==> config.mk <==
export PLATFORM = sky130hd
export DESIGN_NAME = cbpc_regs
export DESIGN_NICKNAME = d
export VERILOG_FILES = /design/src/verilog/cbpc_pkg.sv /design/src/verilog/cbpc_coef_if.sv /design/src/verilog/cbpc_coef_pair.sv /design/src/verilog/cbpc_regs.sv
export SDC_FILE = /design/constraint.sdc
export NUM_CORES = 1
export LEC_CHECK = 0
export BUFFER_PORTS_ARGS = -buffer_cell sky130_fd_sc_hd__clkbuf_2
export CAP_MARGIN = 20
export CORE_MARGIN = 5
export CORE_UTILIZATION = 55
export CTS_BUF_LIST = sky130_fd_sc_hd__clkbuf_8
export CTS_CLUSTER_DIAMETER = 30
export DETAILED_ROUTE_END_ITERATION = 10
export GPL_ROUTABILITY_DRIVEN = 1
export GPL_TIMING_DRIVEN = 0
export PLACE_DENSITY = 0.85
export SLEW_MARGIN = 0
export SYNTH_ARGS = -nofsm -noshare
export SYNTH_HDL_FRONTEND = slang
export SYNTH_SLANG_ARGS = --single-unit
==> constraint.sdc <==
create_clock -name clk_in -period 3.31 [get_ports clk_in]
set_input_delay 0.4965 -clock clk_in [delete_from_list [all_inputs] [get_ports clk_in]]
set_output_delay 0.4965 -clock clk_in [all_outputs]
set_load 0.1 [all_outputs]
==> src/verilog/cbpc_pkg.sv <==
`default_nettype none
package cbpc_pkg;
    // ----------------------------------------
    // Bus geometry
    // ----------------------------------------
    localparam int ADDR_W = 7;
    localparam int DATA_W = 8;
    localparam int COEF_W = 16;

    // ----------------------------------------
    // Offsets
    // ----------------------------------------
    localparam logic [6:0] OFF_PAGE_SELECTOR = 7'h00;
    localparam logic [6:0] OFF_BYPASS_SELECT = 7'h6c;
    localparam logic [6:0] OFF_DAC_CURRENT = 7'h6d;
    localparam logic [6:0] OFF_RSVD_TAIL_FIRST = 7'h6e;
    localparam logic [6:0] OFF_RSVD_TAIL_LAST = 7'h7f;
    localparam logic [6:0] OFF_N0_HIGH = 7'h01;
    localparam logic [6:0] OFF_N0_LOW = 7'h02;
    localparam logic [6:0] OFF_N1_HIGH = 7'h03;
    localparam logic [6:0] OFF_N1_LOW = 7'h04;
    localparam logic [6:0] OFF_N2_HIGH = 7'h05;

    // ----------------------------------------
    // Field positions
    // ----------------------------------------
    localparam int PAGE_BIT = 0;
    localparam int DAC_CUR_LSB = 6;
    localparam int BYP_R2_MINUS = 7;
    localparam int BYP_R2_PLUS = 6;
    localparam int BYP_R1_MINUS = 5;
    localparam int BYP_R1_PLUS = 4;
    localparam int BYP_L2_MINUS = 3;
    localparam int BYP_L2_PLUS = 2;
    localparam int BYP_L1_MINUS = 1;
    localparam int BYP_L1_PLUS = 0;

    // ----------------------------------------
    // Field codes and reset values
    // ----------------------------------------
    localparam logic [1:0] DAC_CUR_RESERVED = 2'h2;
    localparam logic PAGE_ZERO = 1'h0;
    localparam logic PAGE_ONE = 1'h1;
    localparam logic [7:0] RST_BYPASS = 8'h00;
    localparam logic [1:0] RST_DAC_CUR = 2'h0;
    localparam logic [7:0] RST_N0_HIGH = 8'h6b;
    localparam logic [7:0] RST_N0_LOW = 8'he3;
    localparam logic [7:0] RST_N1_HIGH = 8'h96;
    localparam logic [7:0] RST_N1_LOW = 8'h66;
    localparam logic [7:0] RST_N2_HIGH = 8'h67;
    localparam logic [7:0] RD_ZERO = 8'h00;
endpackage
`default_nettype wire

==> src/verilog/cbpc_coef_if.sv <==
`timescale 1ns/1ps
`default_nettype none
interface cbpc_coef_if;
    logic wr_high;
    logic wr_low;
    logic [7:0] wdata;
    logic [7:0] high_byte;
    logic [7:0] low_byte;
    logic signed [15:0] coef;

    modport bank (output wr_high, output wr_low, output wdata,
                  input high_byte, input low_byte, input coef);
    modport pair (input wr_high, input wr_low, input wdata,
                  output high_byte, output low_byte, output coef);
endinterface // cbpc_coef_if
`default_nettype wire

==> src/verilog/cbpc_coef_pair.sv <==
`timescale 1ns/1ps
`default_nettype none
module cbpc_coef_pair
    import cbpc_pkg::*;
#(
    parameter logic [7:0] RST_HIGH = 8'h00,
    parameter logic [7:0] RST_LOW = 8'h00
)(
    input wire logic clk_in,
    input wire logic sys_rst_in,
    cbpc_coef_if.pair cif
);
    typedef struct packed {
        logic [7:0] high_byte;
        logic [7:0] low_byte;
        logic [15:0] coef;
    } cbpc_pair_t;

    cbpc_pair_t st;
    cbpc_pair_t next_st;

    // ----------------------------------------
    // Byte storage and applied coefficient
    // ----------------------------------------
    always_comb
    begin
        next_st = st;
        if (cif.wr_high)
        begin
            next_st.high_byte = cif.wdata;
        end
        // Datapath sees the pair only after the low byte lands
        if (cif.wr_low)
        begin
            next_st.low_byte = cif.wdata;
            next_st.coef = {next_st.high_byte, cif.wdata};
        end
    end

    always_ff @(posedge clk_in)
    begin
        if (sys_rst_in)
        begin
            st <= '{high_byte: RST_HIGH, low_byte: RST_LOW,
                    coef: {RST_HIGH, RST_LOW}};
        end
        else
        begin
            st <= next_st;
        end
    end

    assign cif.high_byte = st.high_byte;
    assign cif.low_byte = st.low_byte;
    assign cif.coef = signed'(st.coef);
endmodule // cbpc_coef_pair
`default_nettype wire

==> src/verilog/cbpc_regs.sv <==
// Behaviour
// - D5/D4 bypass right first inputs to lineout
// - D3..D0 bypass left inputs to lineout
// - D7/D6 bypass right second inputs to lineout
// - DAC current code; reserved code never stored
// - Page zero 110..127 read zero, ignore writes
// - Register zero bit zero selects page
// - Page selector identical on both pages
// - Coefficient is signed sixteen-bit value; numerator two stores only its 8-bit high byte, output unsigned
// - Page one registers one..five hold coefficients
// - Coefficient bytes load documented reset values
`timescale 1ns/1ps
`default_nettype none
module cbpc_regs
    import cbpc_pkg::*;
(
    input wire logic clk_in,
    input wire logic sys_rst_in,
    input wire logic reg_wr_en_in,
    input wire logic reg_rd_en_in,
    input wire logic [ADDR_W-1:0] reg_addr_in,
    input wire logic [DATA_W-1:0] reg_wdata_in,
    output logic [DATA_W-1:0] reg_rdata_out,
    output logic reg_rvalid_out,
    output logic page_one_active_out,
    output logic right_second_input_minus_bypass_out,
    output logic right_second_input_plus_bypass_out,
    output logic right_first_input_minus_bypass_out,
    output logic right_first_input_plus_bypass_out,
    output logic left_second_input_minus_bypass_out,
    output logic left_second_input_plus_bypass_out,
    output logic left_first_input_minus_bypass_out,
    output logic left_first_input_plus_bypass_out,
    output logic [1:0] dac_current_out,
    output logic signed [COEF_W-1:0] fx_numerator_zero_out,
    output logic signed [COEF_W-1:0] fx_numerator_one_out,
    output logic [DATA_W-1:0] fx_numerator_two_high_out
);
    typedef struct packed {
        logic page;
        logic [7:0] bypass;
        logic [1:0] dac_cur;
        logic [7:0] n2_high;
        logic [7:0] rdata;
        logic rvalid;
    } cbpc_state_t;

    cbpc_state_t st;
    cbpc_state_t next_st;

    cbpc_coef_if n0_if();
    cbpc_coef_if n1_if();

    // ----------------------------------------
    // Decode
    // ----------------------------------------
    // Register zero ignores the page so software can always get back
    function automatic logic hit(input logic cur_page, input logic [6:0] addr,
                                 input logic want_page, input logic [6:0] off);
        hit = (addr == off) && ((off == OFF_PAGE_SELECTOR) ||
                                (cur_page == want_page));
    endfunction

    logic wr_page, wr_byp, wr_dac, wr_n2;

    always_comb
    begin
        wr_page = reg_wr_en_in &&
                  hit(st.page, reg_addr_in, PAGE_ZERO, OFF_PAGE_SELECTOR);
        wr_byp = reg_wr_en_in &&
                 hit(st.page, reg_addr_in, PAGE_ZERO, OFF_BYPASS_SELECT);
        wr_dac = reg_wr_en_in &&
                 hit(st.page, reg_addr_in, PAGE_ZERO, OFF_DAC_CURRENT);
        wr_n2 = reg_wr_en_in &&
                hit(st.page, reg_addr_in, PAGE_ONE, OFF_N2_HIGH);
    end

    assign n0_if.wdata = reg_wdata_in;
    assign n1_if.wdata = reg_wdata_in;
    assign n0_if.wr_high = reg_wr_en_in &&
        hit(st.page, reg_addr_in, PAGE_ONE, OFF_N0_HIGH);
    assign n0_if.wr_low = reg_wr_en_in &&
        hit(st.page, reg_addr_in, PAGE_ONE, OFF_N0_LOW);
    assign n1_if.wr_high = reg_wr_en_in &&
        hit(st.page, reg_addr_in, PAGE_ONE, OFF_N1_HIGH);
    assign n1_if.wr_low = reg_wr_en_in &&
        hit(st.page, reg_addr_in, PAGE_ONE, OFF_N1_LOW);

    // ----------------------------------------
    // Coefficient pairs
    // ----------------------------------------
    cbpc_coef_pair #(.RST_HIGH(RST_N0_HIGH), .RST_LOW(RST_N0_LOW)) u_n0 (
        .clk_in(clk_in),
        .sys_rst_in(sys_rst_in),
        .cif(n0_if.pair)
    );

    cbpc_coef_pair #(.RST_HIGH(RST_N1_HIGH), .RST_LOW(RST_N1_LOW)) u_n1 (
        .clk_in(clk_in),
        .sys_rst_in(sys_rst_in),
        .cif(n1_if.pair)
    );

    // ----------------------------------------
    // Next state and read mux
    // ----------------------------------------
    always_comb
    begin
        next_st = st;
        // Upper page bits are not stored, so they always read back zero
        if (wr_page)
        begin
            next_st.page = reg_wdata_in[PAGE_BIT];
        end
        if (wr_byp)
        begin
            next_st.bypass = reg_wdata_in;
        end
        // Reserved code would over-drive the reference; keep the old code
        if (wr_dac && (reg_wdata_in[7:6] != DAC_CUR_RESERVED))
        begin
            next_st.dac_cur = reg_wdata_in[7:6];
        end
        if (wr_n2)
        begin
            next_st.n2_high = reg_wdata_in;
        end
        // Writes into the page-zero tail fall through every decode
        next_st.rvalid = reg_rd_en_in;
        next_st.rdata = RD_ZERO;
        if (reg_rd_en_in)
        begin
            if (reg_addr_in == OFF_PAGE_SELECTOR)
            begin
                next_st.rdata = {7'h00, st.page};
            end
            else if (st.page == PAGE_ZERO)
            begin
                if (reg_addr_in == OFF_BYPASS_SELECT)
                begin
                    next_st.rdata = st.bypass;
                end
                else if (reg_addr_in == OFF_DAC_CURRENT)
                begin
                    next_st.rdata = {st.dac_cur, 6'h00};
                end
            end
            else
            begin
                unique case (reg_addr_in)
                    OFF_N0_HIGH: next_st.rdata = n0_if.high_byte;
                    OFF_N0_LOW: next_st.rdata = n0_if.low_byte;
                    OFF_N1_HIGH: next_st.rdata = n1_if.high_byte;
                    OFF_N1_LOW: next_st.rdata = n1_if.low_byte;
                    OFF_N2_HIGH: next_st.rdata = st.n2_high;
                    default: next_st.rdata = RD_ZERO;
                endcase
            end
        end
    end

    always_ff @(posedge clk_in)
    begin
        if (sys_rst_in)
        begin
            st <= '{page: PAGE_ZERO, bypass: RST_BYPASS, dac_cur: RST_DAC_CUR,
                    n2_high: RST_N2_HIGH, rdata: RD_ZERO, rvalid: 1'b0};
        end
        else
        begin
            st <= next_st;
        end
    end

    // ----------------------------------------
    // Outputs
    // ----------------------------------------
    assign reg_rdata_out = st.rdata;
    assign reg_rvalid_out = st.rvalid;
    assign page_one_active_out = st.page;
    // Both inputs onto one lineout shorts them; software must prevent it
    assign right_second_input_minus_bypass_out = st.bypass[BYP_R2_MINUS];
    assign right_second_input_plus_bypass_out = st.bypass[BYP_R2_PLUS];
    assign right_first_input_minus_bypass_out = st.bypass[BYP_R1_MINUS];
    assign right_first_input_plus_bypass_out = st.bypass[BYP_R1_PLUS];
    assign left_second_input_minus_bypass_out = st.bypass[BYP_L2_MINUS];
    assign left_second_input_plus_bypass_out = st.bypass[BYP_L2_PLUS];
    assign left_first_input_minus_bypass_out = st.bypass[BYP_L1_MINUS];
    assign left_first_input_plus_bypass_out = st.bypass[BYP_L1_PLUS];
    assign dac_current_out = st.dac_cur;
    assign fx_numerator_zero_out = n0_if.coef;
    assign fx_numerator_one_out = n1_if.coef;
    assign fx_numerator_two_high_out = st.n2_high;
endmodule // cbpc_regs
`default_nettype wire

==> impl_metrics.tcl <==
set metrics [dict create \
    io-pin-count 79 \
    drive_gt1_share_pct 29.4 \
    avgSynthCellArea_um2 9.36 \
    coreArea_mm2 0.00557 \
    rows 27 \
    antenna_found_initial 0 \
    end_kind "output port" \
    grt_overflow_total 0 \
    ys_ff_latch 76 \
    p_leak_nw 1.73 \
    rsz0062_at_grt "false" \
    yosysSeqAreaShare_pct 47.4 \
    slew_headroom_pct 59.6 \
    hp-class "in -> reg" \
    fin_area_mm2 0.00390 \
    post-route-period-util_pct 52.2 \
    cp.arrival_ns 1.23 \
    pwr_density_cell_mw_per_mm2 452 \
    drt_pre_antenna_iters 6 \
    worst_pin_slew_ns 0.604 \
    port-buffer-count 77 \
    status "completed" \
    finalNetCount 450 \
    n_antenna_cell 0 \
    max_stage_delay_ns 0.48 \
    dpl_cell_area_mm2 0.00369 \
    via_per_inst 5.89 \
    cp_top_family "buffers and inverters" \
    drc 0 \
    grt_pass1_vias 2841 \
    clk_pin_slew_worst_paths_ns 0.08 \
    path_class "reg -> out" \
    dp_hpwl_mm 6.53 \
    dieArea_mm2 0.00746 \
    cp-start-kind "flip-flop" \
    drt-initial-drc-count 325 \
    grt_pass1_wl_mm 14.3 \
    cts_sinks 76 \
    htree_levels 3 \
    crit_slowest_cell "clkbuf_2" \
    total_power_mw 1.76 \
    setup_tns_ns 0 \
    initial_core_util_pct 57.6 \
    crit_fanout 3 \
    cts-buffers-inserted 9 \
    post_cts_resized 0 \
    die_w_um 86.4 \
    cts_hold_buf 0 \
    fin_skew_ns 0.00886 \
    final-hold-violation-count 0 \
    synth.distinct_cells 39 \
    wl_per_cell_um 18.0 \
    drv_slew 0 \
    crit_path_cell_trace "clkbuf_2" \
    place.gp.congestion 0.935 \
    clockRootBuffer "clkbuf_8" \
    syn2layout_area_growth_pct 21.4 \
    ir_drop_v 0.000256 \
    clock_path_buffers 2 \
    clk_latency_ns 0.36 \
    max_freq_mhz 579 \
    wl_mm 9.15 \
    path_buf_inv 1 \
    worstPathRequired_ns 2.81 \
    fin_crit_ns 1.73 \
    grt_use_total_pct 24.7 \
    post_cts_buffers 0 \
    ys_warn_count 0 \
    dr_total_vias 2990 \
    maxCapViolations 0 \
    synth.cell_area_mm2 0.00321 \
    tritoncts "built" \
    syn_nets 362 \
    synthCells 343 \
    die_height_um 86.4 \
    grt_max_degree 13 \
    setup_viol 0 \
    postRouteAntennaNets 0 \
]
[logic make-up after synthesis]
group	Yosys count	synth area share, %
simple gates	137	23.3
flops	76	47.4
compound gates	69	13.4
mux	33	10.6
buf+inv	28	5.26
[cell usage in the layout (no fill, tap or decap), types with 9 or more instances in the layout]
cell type  count
a21oi_1       46
clkbuf_1       9
clkbuf_2      77
clkbuf_8      12
dfxtp_1       76
mux2_2         9
mux2i_1       24
nand2_1       36
nor2_1        41
nor3_1        30
[cell type report]
class,count,area (um^2)
timing repair buffer,77,385
tap,72,90.1
multi-input combinational,239,1520
fill,440,1680
clock inverter,4,47.5
sequential,76,1520
clock buffer,12,165
inverter,3,11.3
buffer,25,158
[per-stage QoR]
step	std cells	hold slack (ns)	setup slack, ns	util (%)
6_report	508	0.336	1.58	69.9
4_1_cts	508	0.343	1.59	69.9
3_5_place_dp	492	0.448	1.31	66.1
3_3_place_gp	492	0.445	1.34	66.1
2_1_floorplan	343	0.441	1.32	-
5_1_grt	508	0.340	1.55	69.9
[final timing paths]
check | cells past startpoint | from | slack (ns) | endpoint
setup / recovery | 1 | u_n0.cif.coef[4] | 1.58 | fx_numerator_zero_out[4]
hold / removal | 2 | sys_rst_in | 0.34 | reg_rvalid_out
setup reg to reg | 4 | page_one_active_out | 1.75 | dac_current_out[1]
hold reg to reg | 2 | u_n1.cif.coef[13] | 0.46 | u_n1.cif.coef[13]
[metal layers]
| layer | track usage (%) | up-vias | wire, um |
|---|---|---|---|
| li1 | - | 1404 | - |
| met1 | 32.8 | 1399 | 3890 |
| met2 | 39.7 | 158 | 4290 |
| met3 | 4.85 | 29 | 765 |
| met4 | 9.21 | 0 | 200 |
| met5 | 0 | - | 0 |
[Yosys cell counts (all sizes together)]
master  count  area, um^2
a221o       6        60.1
and3b       1        8.76
inv         3        11.3
mux2i      24         240
nand3b      1        7.51
nand4       7         101
nand2b      1        6.26
a211o       4        35.0
and2        1        6.26
and2b       2        15.0
nor2       41         154
nor2b       3        18.8
nand2      36         135
o22ai       3        18.8
nor4        1        12.5
a32o        2        20.0
a22oi       2        15.0
and4bb      1        12.5
buf        16         124
nor3b       4        46.3
dfxtp      76        1520
a21oi      46         230
clkbuf      9        33.8
nand3       3        20.0
mux2        9         101
a22o        5        43.8
or3b        1        8.76
a211oi      1        7.51
and4        3        28.8
nor3       31         166
[power breakdown]
part	leakage [nW]	switching, mW	internal, mW	total (mW)
logic	1.00	0.0730	0.0322	0.105
registers	0.614	0.000403	0.914	0.915
clock network	0.114	0.336	0.407	0.743
[registers in the layout (all words and copies together), names as in the netlist]
name	flops
left_first_input_minus_bypass_out	1
fx_numerator_two_high_out	8
u_n0.cif.coef	16
right_second_input_minus_bypass_out	1
left_first_input_plus_bypass_out	1
u_n1.cif.high_byte	8
reg_rvalid_out	1
u_n1.cif.coef	16
page_one_active_out	1
left_second_input_minus_bypass_out	1
reg_rdata_out	8
right_first_input_minus_bypass_out	1
right_first_input_plus_bypass_out	1
right_second_input_plus_bypass_out	1
left_second_input_plus_bypass_out	1
dac_current_out	2
u_n0.cif.high_byte	8
[worst reg2reg max path: cells and delay by family, from the launching register on]
family             cells  cell delay (ns)
AOI/OAI and AO/OA      1             0.23
DFF                    1             0.34
and+or+nand+nor        3             0.92
Power figures use the tool's default switching activity.
